$ cat config.mk
export PLATFORM = sky130hd
export DESIGN_NAME = pmu_unit
export DESIGN_NICKNAME = d
export VERILOG_FILES = /design/src/design/pmu_pkg.sv /design/src/design/pmu_unit.sv
export VERILOG_INCLUDE_DIRS = /design/src /design/src/design
export SDC_FILE = /design/constraint.sdc
export NUM_CORES = 1
export LEC_CHECK = 0
export ABC_AREA = 1
export BUFFER_PORTS_ARGS = -buffer_cell sky130_fd_sc_hd__buf_2
export CORE_ASPECT_RATIO = 0.75
export CORE_MARGIN = 2
export CORE_UTILIZATION = 40
export CTS_CLUSTER_SIZE = 25
export DETAILED_ROUTE_END_ITERATION = 12
export PLACE_DENSITY = 0.57
export SYNTH_ARGS = -nofsm -noshare
export SYNTH_HDL_FRONTEND = slang
export SYNTH_SLANG_ARGS = --single-unit
$ cat constraint.sdc
create_clock -name CORE_CLK -period 3.6 [get_ports CORE_CLK]
set_clock_uncertainty 0.2 [all_clocks]
set_input_delay 0.72 -clock CORE_CLK [delete_from_list [all_inputs] [get_ports CORE_CLK]]
set_output_delay 0.72 -clock CORE_CLK [all_outputs]
set_load 0.03 [all_outputs]
$ cat src/design/pmu_cfg.svh
`ifndef PMU_CFG_SVH
`define PMU_CFG_SVH

// ----------------------------------------
// Register byte offsets
// ----------------------------------------
`define PMU_OFS_CTRL 12'h000
`define PMU_OFS_STAT 12'h004
`define PMU_OFS_SEL 12'h008
`define PMU_OFS_BRK 12'h00c
`define PMU_OFS_CNT0 12'h010

// ----------------------------------------
// Field positions and reset values
// ----------------------------------------
`define PMU_CTRL_MODE_LSB 0
`define PMU_CTRL_INIT_BIT 4
`define PMU_STAT_WIN_BIT 0
`define PMU_STAT_OVF_LSB 8
`define PMU_BRK_EN1_BIT 0
`define PMU_BRK_EN2_BIT 1
`define PMU_BRK_QUAL_BIT 2
`define PMU_SEL_FIELD_W 8
`define PMU_BRK_RST 32'h0000_0003
`define PMU_CTRL_RST 32'h0000_0000

// ----------------------------------------
// Counting constants
// ----------------------------------------
`define PMU_BRANCH_STEP 2

`endif

$ cat src/design/pmu_pkg.sv
package pmu_pkg;

  // Window source selection
  typedef enum logic [1:0] {
    PMU_RUN_TO_BREAK,
    PMU_RANGE_1_TO_2,
    PMU_RANGE_2_TO_1,
    PMU_MODE_SPARE
  } pmu_mode_type;

  // Event source codes, one bit of the event bus each, except PMU_EV_TIME (every cycle) and PMU_EV_OFF (never)
  typedef enum logic [4:0] {
    PMU_EV_OFF, PMU_EV_TIME, PMU_EV_STATES, PMU_EV_BRANCH,
    PMU_EV_INSN, PMU_EV_DSP, PMU_EV_MEM_CONFL, PMU_EV_OTH_CONFL,
    PMU_EV_EXCEPT, PMU_EV_DTLB, PMU_EV_ITLB, PMU_EV_IRQ,
    PMU_EV_BLOCK, PMU_EV_PRIV, PMU_EV_IC_MISS, PMU_EV_DC_MISS,
    PMU_EV_IF_STALL, PMU_EV_DA_STALL, PMU_EV_ICM_STALL, PMU_EV_DCM_STALL,
    PMU_EV_CA_STALL, PMU_EV_XY_STALL, PMU_EV_U_STALL, PMU_EV_MA_STALL,
    PMU_EV_NMA, PMU_EV_NC_CYC, PMU_EV_NC_INSN, PMU_EV_NC_DATA,
    PMU_EV_C_INSN, PMU_EV_C_DATA, PMU_EV_NC_CNT, PMU_EV_C_CNT
  } pmu_event_type;

  typedef enum logic [1:0] {
    PMU_HALT_IDLE,
    PMU_HALT_SLOT,
    PMU_HALT_REQ
  } pmu_halt_type;

endpackage

$ cat src/design/pmu_unit.sv
// The placing of the registers and register access over APB were chosen for this implementation.
`timescale 1ns/1ps
// What this block does
// RL1: Run-to-break mode opens window at program start, closes on any break.
// RL2: Range 1-to-2: condition 1 starts counting, condition 2 stops it.
// RL3: Range 2-to-1: condition 2 starts counting, condition 1 stops it.
// RL4: Conditions used as range points never halt the program.
// RL5: Four independent channels count together inside one window.
// RL6: Each channel selects one event source from the full source list.
// RL7: Events of absent optional hardware never count.
// RL8: Halt may lag the match by more than one instruction.
// RL9: Address break on delay slot halts before the branch target.
// RL10: Executing a software breakpoint disables break condition 2.
// RL11: Host overrides condition 2 settings while it is stepping.
// RL12: Host does not step while a range mode is active.
// RL13: Host enables a channel before selecting a range mode.
// RL14: Counts may be off by a few events around window edges.
// RL15: Count-qualified break ignores matches on multi-step instructions.
// RL16: Host programs start and end conditions before running the program.
// RL17: Counters are 32 bits; overflow is visible apart from the count.
// RL18: Counters run on the CPU clock, pausing when it stops.
// RL19: A taken branch advances a branch counter by two.
// RL20: Initialize clears all counters whatever the mode.
// RL21: Sticky overflow flag per channel, cleared by initialize.
`include "pmu_cfg.svh"

module pmu_unit #(
  parameter int NCH = 4,
  parameter int CW = 32,
  parameter bit HAS_DSP = 1'b1,
  parameter bit HAS_MMU = 1'b1,
  parameter bit HAS_XY = 1'b1,
  parameter bit HAS_U = 1'b1
) (
  // Clock and reset
  input wire logic CORE_CLK,
  input wire logic RST_N,
  // APB slave
  input wire logic PSEL,
  input wire logic PENABLE,
  input wire logic PWRITE,
  input wire logic [11:0] PADDR,
  input wire logic [31:0] PWDATA,
  output logic [31:0] PRDATA,
  output logic PREADY,
  output logic PSLVERR,
  // CPU events and break matches, CPU clock domain
  input wire logic [31:0] EVT,
  input wire logic CPU_RUN,
  input wire logic BRK1_HIT,
  input wire logic BRK2_HIT,
  input wire logic BRK_OTHER_HIT,
  input wire logic BRK_IN_SLOT,
  input wire logic INSN_RETIRE,
  input wire logic MULTI_STEP,
  input wire logic SWBP_EXEC,
  // Status to the core
  output logic HALT_REQ,
  output logic BRK2_ENABLED,
  output logic WIN_OPEN
);
  import pmu_pkg::*;

  // ----------------------------------------
  // Bus decode
  // ----------------------------------------
  logic [1:0] mode_reg;
  logic [31:0] brk_reg;
  logic [NCH*`PMU_SEL_FIELD_W-1:0] sel_reg;
  logic [CW-1:0] cnt_reg [NCH];
  logic [NCH-1:0] ovf_reg;
  logic win_reg;
  logic init_pulse;
  logic acc;
  logic wr;
  logic hit_map;
  logic [31:0] rd_next;
  pmu_mode_type mode;

  assign acc = PSEL & PENABLE & ~PREADY;
  assign wr = PSEL & PENABLE & PREADY & PWRITE & ~PSLVERR;
  assign mode = pmu_mode_type'(mode_reg);
  assign init_pulse = wr && PADDR == `PMU_OFS_CTRL &&
                      PWDATA[`PMU_CTRL_INIT_BIT];

  always_comb begin
    hit_map = 1'b1;
    rd_next = 32'h0000_0000;
    unique case (PADDR)
      `PMU_OFS_CTRL: rd_next[1:0] = mode_reg;
      `PMU_OFS_STAT: begin
        rd_next[`PMU_STAT_WIN_BIT] = win_reg;
        rd_next[`PMU_STAT_OVF_LSB +: NCH] = ovf_reg;
      end
      `PMU_OFS_SEL: rd_next[NCH*`PMU_SEL_FIELD_W-1:0] = sel_reg;
      `PMU_OFS_BRK: rd_next = brk_reg;
      default: begin
        hit_map = 1'b0;
        for (int i = 0; i < NCH; i++) begin
          if (PADDR == 12'(`PMU_OFS_CNT0 + 4 * i)) begin
            hit_map = 1'b1;
            rd_next[CW-1:0] = cnt_reg[i];
          end
        end
      end
    endcase
  end

  // One wait state: answer on the second access cycle
  always_ff @(posedge CORE_CLK or negedge RST_N) begin
    if (!RST_N) begin
      PREADY <= 1'b0;
      PSLVERR <= 1'b0;
      PRDATA <= 32'h0000_0000;
    end else begin
      PREADY <= acc;
      PSLVERR <= acc & ~hit_map;
      if (acc && !PWRITE) begin
        PRDATA <= hit_map ? rd_next : 32'h0000_0000;
      end
    end
  end

  // ----------------------------------------
  // Control registers
  // ----------------------------------------
  always_ff @(posedge CORE_CLK or negedge RST_N) begin
    if (!RST_N) begin
      mode_reg <= 2'(`PMU_CTRL_RST);
      sel_reg <= '0;
    end else if (wr) begin
      if (PADDR == `PMU_OFS_CTRL) begin
        mode_reg <= PWDATA[`PMU_CTRL_MODE_LSB +: 2];
      end
      if (PADDR == `PMU_OFS_SEL) begin
        sel_reg <= PWDATA[NCH*`PMU_SEL_FIELD_W-1:0];
      end
    end
  end

  // RL10: software breakpoint wins over the write
  always_ff @(posedge CORE_CLK or negedge RST_N) begin
    if (!RST_N) begin
      brk_reg <= `PMU_BRK_RST;
    end else begin
      if (wr && PADDR == `PMU_OFS_BRK) begin
        brk_reg <= PWDATA;
      end
      if (SWBP_EXEC) begin
        brk_reg[`PMU_BRK_EN2_BIT] <= 1'b0;
      end
    end
  end

  // ----------------------------------------
  // Break qualification
  // ----------------------------------------
  logic c1;
  logic c2;
  logic range_mode;
  logic start_hit;
  logic stop_hit;
  logic halt_cause;

  // RL15: qualified breaks skip multi-step instructions
  assign c1 = BRK1_HIT & brk_reg[`PMU_BRK_EN1_BIT] &
              ~(brk_reg[`PMU_BRK_QUAL_BIT] & MULTI_STEP);
  assign c2 = BRK2_HIT & brk_reg[`PMU_BRK_EN2_BIT] &
              ~(brk_reg[`PMU_BRK_QUAL_BIT] & MULTI_STEP);
  assign range_mode = mode == PMU_RANGE_1_TO_2 || mode == PMU_RANGE_2_TO_1;
  // RL2 RL3: pick start and end points by mode
  assign start_hit = mode == PMU_RANGE_1_TO_2 ? c1 : c2;
  assign stop_hit = mode == PMU_RANGE_1_TO_2 ? c2 : c1;
  // RL4: range points are not halt causes
  assign halt_cause = BRK_OTHER_HIT | (~range_mode & (c1 | c2));

  // ----------------------------------------
  // Halt request sequencing
  // ----------------------------------------
  pmu_halt_type halt_st;

  // RL8 RL9: registered request; slot match waits one retire
  always_ff @(posedge CORE_CLK or negedge RST_N) begin
    if (!RST_N) begin
      halt_st <= PMU_HALT_IDLE;
    end else begin
      unique case (halt_st)
        PMU_HALT_IDLE: begin
          if (halt_cause) begin
            halt_st <= BRK_IN_SLOT ? PMU_HALT_SLOT : PMU_HALT_REQ;
          end
        end
        PMU_HALT_SLOT: begin
          if (INSN_RETIRE) begin
            halt_st <= PMU_HALT_REQ;
          end
        end
        PMU_HALT_REQ: begin
          if (!CPU_RUN) begin
            halt_st <= PMU_HALT_IDLE;
          end
        end
        default: halt_st <= PMU_HALT_IDLE;
      endcase
    end
  end

  always_ff @(posedge CORE_CLK or negedge RST_N) begin
    if (!RST_N) begin
      HALT_REQ <= 1'b0;
      BRK2_ENABLED <= 1'b0;
      WIN_OPEN <= 1'b0;
    end else begin
      HALT_REQ <= halt_st == PMU_HALT_REQ;
      BRK2_ENABLED <= brk_reg[`PMU_BRK_EN2_BIT];
      WIN_OPEN <= win_reg;
    end
  end

  // ----------------------------------------
  // Measurement window
  // ----------------------------------------
  logic run_q;
  logic win_next;

  always_ff @(posedge CORE_CLK or negedge RST_N) begin
    if (!RST_N) begin
      run_q <= 1'b0;
    end else begin
      run_q <= CPU_RUN;
    end
  end

  always_comb begin
    win_next = win_reg;
    if (range_mode) begin
      if (stop_hit) begin
        win_next = 1'b0;
      end else if (start_hit && CPU_RUN) begin
        win_next = 1'b1;
      end
    end else if (halt_cause || !CPU_RUN) begin
      // RL1: any break or stop ends the window
      win_next = 1'b0;
    end else if (CPU_RUN && !run_q) begin
      win_next = 1'b1;
    end
  end

  always_ff @(posedge CORE_CLK or negedge RST_N) begin
    if (!RST_N) begin
      win_reg <= 1'b0;
    end else begin
      win_reg <= win_next;
    end
  end

  // ----------------------------------------
  // Counter channels
  // ----------------------------------------
  logic [31:0] present;

  // RL7: mask sources of absent hardware
  always_comb begin
    present = 32'hffff_fffe;
    present[PMU_EV_DSP] = HAS_DSP;
    present[PMU_EV_DTLB] = HAS_MMU;
    present[PMU_EV_ITLB] = HAS_MMU;
    present[PMU_EV_XY_STALL] = HAS_XY;
    present[PMU_EV_U_STALL] = HAS_U;
  end

  // RL5: channels are independent copies
  for (genvar g = 0; g < NCH; g++) begin : g_ch
    logic [4:0] src;
    logic ev;
    logic [CW-1:0] step;
    logic [CW:0] sum;

    assign src = sel_reg[g*`PMU_SEL_FIELD_W +: 5];
    // RL6: elapsed time counts every cycle; others follow the bus
    assign ev = present[src] &
                (src == PMU_EV_TIME ? 1'b1 : EVT[src]);
    // RL19: a branch is worth two counts
    assign step = src == PMU_EV_BRANCH ? CW'(`PMU_BRANCH_STEP) : CW'(1);
    assign sum = {1'b0, cnt_reg[g]} + {1'b0, step};

    // RL14: registered window lets closing-cycle events count
    // RL18 RL20: CPU clock only; initialize clears in any mode
    always_ff @(posedge CORE_CLK or negedge RST_N) begin
      if (!RST_N) begin
        cnt_reg[g] <= '0;
      end else if (init_pulse) begin
        cnt_reg[g] <= '0;
      end else if (win_reg && ev) begin
        cnt_reg[g] <= sum[CW-1:0];
      end
    end

    // RL17 RL21: sticky wrap flag; initialize zeroes, so no wrap then
    always_ff @(posedge CORE_CLK or negedge RST_N) begin
      if (!RST_N) begin
        ovf_reg[g] <= 1'b0;
      end else begin
        ovf_reg[g] <= (ovf_reg[g] & ~init_pulse) |
                      (win_reg & ev & sum[CW] & ~init_pulse);
      end
    end

    a_cnt_frozen: assert property ( // RL1
      @(posedge CORE_CLK) disable iff (!RST_N)
      !win_reg && !init_pulse |=> $stable(cnt_reg[g]))
      else $error("counter moved outside window");

    a_branch_two: assert property ( // RL19
      @(posedge CORE_CLK) disable iff (!RST_N)
      win_reg && !init_pulse && src == PMU_EV_BRANCH && EVT[src] &&
      !sum[CW] |=> cnt_reg[g] == $past(cnt_reg[g]) + CW'(2))
      else $error("branch step not two");

    a_ovf_sticky: assert property ( // RL21
      @(posedge CORE_CLK) disable iff (!RST_N)
      ovf_reg[g] && !init_pulse |=> ovf_reg[g])
      else $error("overflow flag dropped");

    a_absent_hw: assert property ( // RL7
      @(posedge CORE_CLK) disable iff (!RST_N)
      !HAS_DSP && src == PMU_EV_DSP && !init_pulse
      |=> $stable(cnt_reg[g]))
      else $error("absent source counted");
  end

  // ----------------------------------------
  // Checks
  // ----------------------------------------
  a_init_clears: assert property ( // RL20
    @(posedge CORE_CLK) disable iff (!RST_N)
    init_pulse |=> cnt_reg[0] == '0 && ovf_reg == '0)
    else $error("initialize left counts");

  a_range_start: assert property ( // RL2
    @(posedge CORE_CLK) disable iff (!RST_N)
    mode == PMU_RANGE_1_TO_2 && c1 && !c2 && CPU_RUN |=> win_reg)
    else $error("range 1-2 did not open");

  a_range_rev: assert property ( // RL3
    @(posedge CORE_CLK) disable iff (!RST_N)
    mode == PMU_RANGE_2_TO_1 && c1 |=> !win_reg)
    else $error("range 2-1 did not close");

  a_no_halt_rng: assert property ( // RL4
    @(posedge CORE_CLK) disable iff (!RST_N)
    range_mode && !BRK_OTHER_HIT && halt_st == PMU_HALT_IDLE
    |=> halt_st == PMU_HALT_IDLE)
    else $error("range point halted");

  a_slot_defer: assert property ( // RL9
    @(posedge CORE_CLK) disable iff (!RST_N)
    halt_st == PMU_HALT_IDLE && halt_cause && BRK_IN_SLOT
    |=> !HALT_REQ ##1 !HALT_REQ)
    else $error("halted before slot");

  a_swbp_brk2: assert property ( // RL10
    @(posedge CORE_CLK) disable iff (!RST_N)
    SWBP_EXEC |=> !brk_reg[`PMU_BRK_EN2_BIT] ##1 !BRK2_ENABLED)
    else $error("condition 2 still enabled");

  a_qual_multi: assert property ( // RL15
    @(posedge CORE_CLK) disable iff (!RST_N)
    brk_reg[`PMU_BRK_QUAL_BIT] && MULTI_STEP |-> !c1 && !c2)
    else $error("qualified break on multi-step");

  a_run_opens: assert property ( // RL1
    @(posedge CORE_CLK) disable iff (!RST_N)
    mode == PMU_RUN_TO_BREAK && CPU_RUN && !run_q && !halt_cause
    |=> win_reg ##1 WIN_OPEN)
    else $error("run did not open window");

  a_apb_wait: assert property (
    @(posedge CORE_CLK) disable iff (!RST_N)
    PSEL && !PENABLE ##1 PSEL && PENABLE |-> !PREADY ##1 PREADY)
    else $error("apb answer not one wait");

endmodule
==> out/metrics.cfg <==
[run_status]
status = finished clean

[sta]
tns_ns = 0
final.period_utilization = 0.926
rsz0062_at_grt = false
final-setup-viol-count = 0
maxSlewHeadroom = 0.455
worst_pin_slew_ns = 0.812
holdWs_ns = 0.0802
slew_viol_final = 0
finalCriticalPeriod_ns = 3.33
setup_ws_ns = 0.266
hold_viol = 0
max_freq_mhz = 300

[synth]
yosysWarnings = 0
synth-edff-count = 0
syn-cell-area_mm2 = 0.0174
syn_avg_cell_area_um2 = 6.32
synthFlopType = dfrtp_1
syn-num-nets = 2853
ys_types = 45
synth_async_sr_flop_share = 1.00
synthCells = 2751
ys_seq_area_frac = 0.344
synth_seq_cells = 239

[final_layout]
seq_area_mm2 = 0.00598
fillers = 4676
largest_reg_flops = 128
fin_area_mm2 = 0.0196
multi_input_area_mm2 = 0.00968
layout_common_cells = nand2_1 (1,012), nand3_1 (299), nor2_1 (298), inv_1 (270), dfrtp_1 (237)
nets = 2943
synthToLayoutAreaGrowth_pct = 13.0
layout_commonest_cell = nand2_1
layout-drive-gt1-share = 0.101

[setup_path]
crit_slowest_cell = nor2_1
path_cells = nor2_1, nand4_1, inv_1, fa_1, nand2_1, nor2_1, nand2_1, nor3_1, xor2_1, nor2_1, nand2_1, nand2_1
crit_family = simple AND/OR/NAND/NOR gates
arrival_ns = 3.62
worst-path-buf-inv = 1
cpPeakStageDelay_ns = 0.43
cp-end-kind = register
path_max_fanout = 4
cpMostUsedCell = nand2_1
worstSetupPathType = register to register
crit_path_start_kind = register
cp.required_ns = 3.89

[clocking]
cts_tree = yes
post-cts-setup-buffers = 0
cts_buffers = 29
htreeDepth = 1
cts-root-buf = clkbuf_16
cts.sinks = 239
clk_pin_slew_ns = 0.06
clk_path_buf_depth = 3
worst_skew_pair.late_latency_ns = 0.60

[routing]
vias = 18293
drt_iter0_markers = 1958
via_per_inst = 5.31
top_layer_used = met4
met3WireLength_um = 5060
drc = 0
dr_wl_met2_um = 27100
drtPass1Iterations = 5
ant_nets = 0
m1WireLength_um = 32900
wl_per_cell_um = 19.3
wirelength_um = 66400

[die]
die_w_um = 245
core_mm2 = 0.0431
dieArea_mm2 = 0.0452
rows = 66
io_pins = 126
die_h_um = 185
start_util = 0.403

[global_routing]
grt_pass1_wl_um = 102000
gr-total-overflow = 0
gr-usage-all-layers = 0.294
grt_pass1_vias = 16794
grt_start_max_net_pins = 80
antenna_found_initial = 1

[flow_run]
drv_cap = 0

[place]
place_ws_ns = 0.176
place_area_mm2 = 0.0186
port_buffers = 124
dp_hpwl_um = 50600
place_congestion = 0.928

[pwr]
p_leak_nw = 10.2
vdd_drop_max_uv = 372
pwr_density_cell_mw_per_mm2 = 317

[hold_path]
hp-class = primary input to register

## synthesized netlist by cell type (all sizes together) (5+ instances only)
cell / n / share of area
a21oi: 76 / 0.022
buf: 92 / 0.030
clkbuf: 34 / 0.0073
dfrtp: 237 / 0.34
ha: 9 / 0.0065
inv: 284 / 0.061
nand2: 1016 / 0.22
nand3: 307 / 0.092
nand3b: 6 / 0.0028
nand4: 104 / 0.038
nor2: 315 / 0.072
nor3: 44 / 0.014
o211ai: 5 / 0.0022
o21ai: 106 / 0.031
or2: 6 / 0.0022
xnor2: 20 / 0.010
xor2: 70 / 0.035
## layer usage
layer | global-route usage | vias to the layer above
li1 | - | 8908
met1 | 0.461 | 8620
met2 | 0.421 | 681
met3 | 0.0428 | 84
met4 | 0.0627 | 0
met5 | 0 | -
## per-stage QoR
step / instances / power [mW] / utilization
2_1_floorplan: 2751 / 2.91 / -
3_3_place_gp: 3387 / 3.10 / 0.432
3_5_place_dp: 3387 / 3.10 / 0.432
4_1_cts: 3442 / 6.29 / 0.455
5_1_grt: 3443 / 6.44 / 0.456
6_report: 3443 / 6.22 / 0.456
## path summary, 6_finish.rpt
check | depth (start not counted) | startpoint | to | slack, ns
min in group asynchronous | 2 | RST_N | cnt_reg[32] | 0.46
worst max register to register | 12 | sel_reg[3] | cnt_reg[120] | 0.27
max in group asynchronous | 3 | RST_N | brk_reg[27] | 1.81
worst min register to register | 0 | brk_reg[1] | BRK2_ENABLED | 0.26
worst min-delay path | 2 | SWBP_EXEC | brk_reg[1] | 0.08
worst max-delay path | 12 | sel_reg[3] | cnt_reg[120] | 0.27
## layout make-up
cell class                      instances  area share
Timing Repair Buffer                  185      0.0594
Sequential cell                       239       0.305
Clock buffer                           39      0.0409
Antenna cell                            1    0.000127
Multi-Input combinational cell       2101       0.493
Clock inverter                         15      0.0104
Tap cell                              578      0.0368
Inverter                              285      0.0547
## power breakdown
| part | internal [mW] | switching [mW] |
|---|---|---|
| sequential | 2.71 | 0.0119 |
| clock | 1.86 | 1.31 |
| combinational | 0.0978 | 0.238 |
| total | 4.67 | 1.56 |
## worst register-to-register path, delay by kind of cell (launching register included)
family | cells | cell delay (ns)
fa+ha+maj | 1 | 0.27
buf+inv | 1 | 0.22
flops | 1 | 0.38
xor+xnor | 1 | 0.20
simple gates | 9 | 1.96
## timing repair
item	CTS	global route
hold buffers	1	0
resized for setup	0	1
endpoints found under the setup margin	0	8
hold endpoints to repair	64	0
## cell families after synthesis
group,share of synthesized area
AOI/OAI and AO/OA,0.0579
and+or+nand+nor,0.442
DFF,0.344
xor gates and xnor gates,0.0454
adders and majority gates,0.0111
buffers and inverters,0.0991
Power figures use the tool's default switching activity.
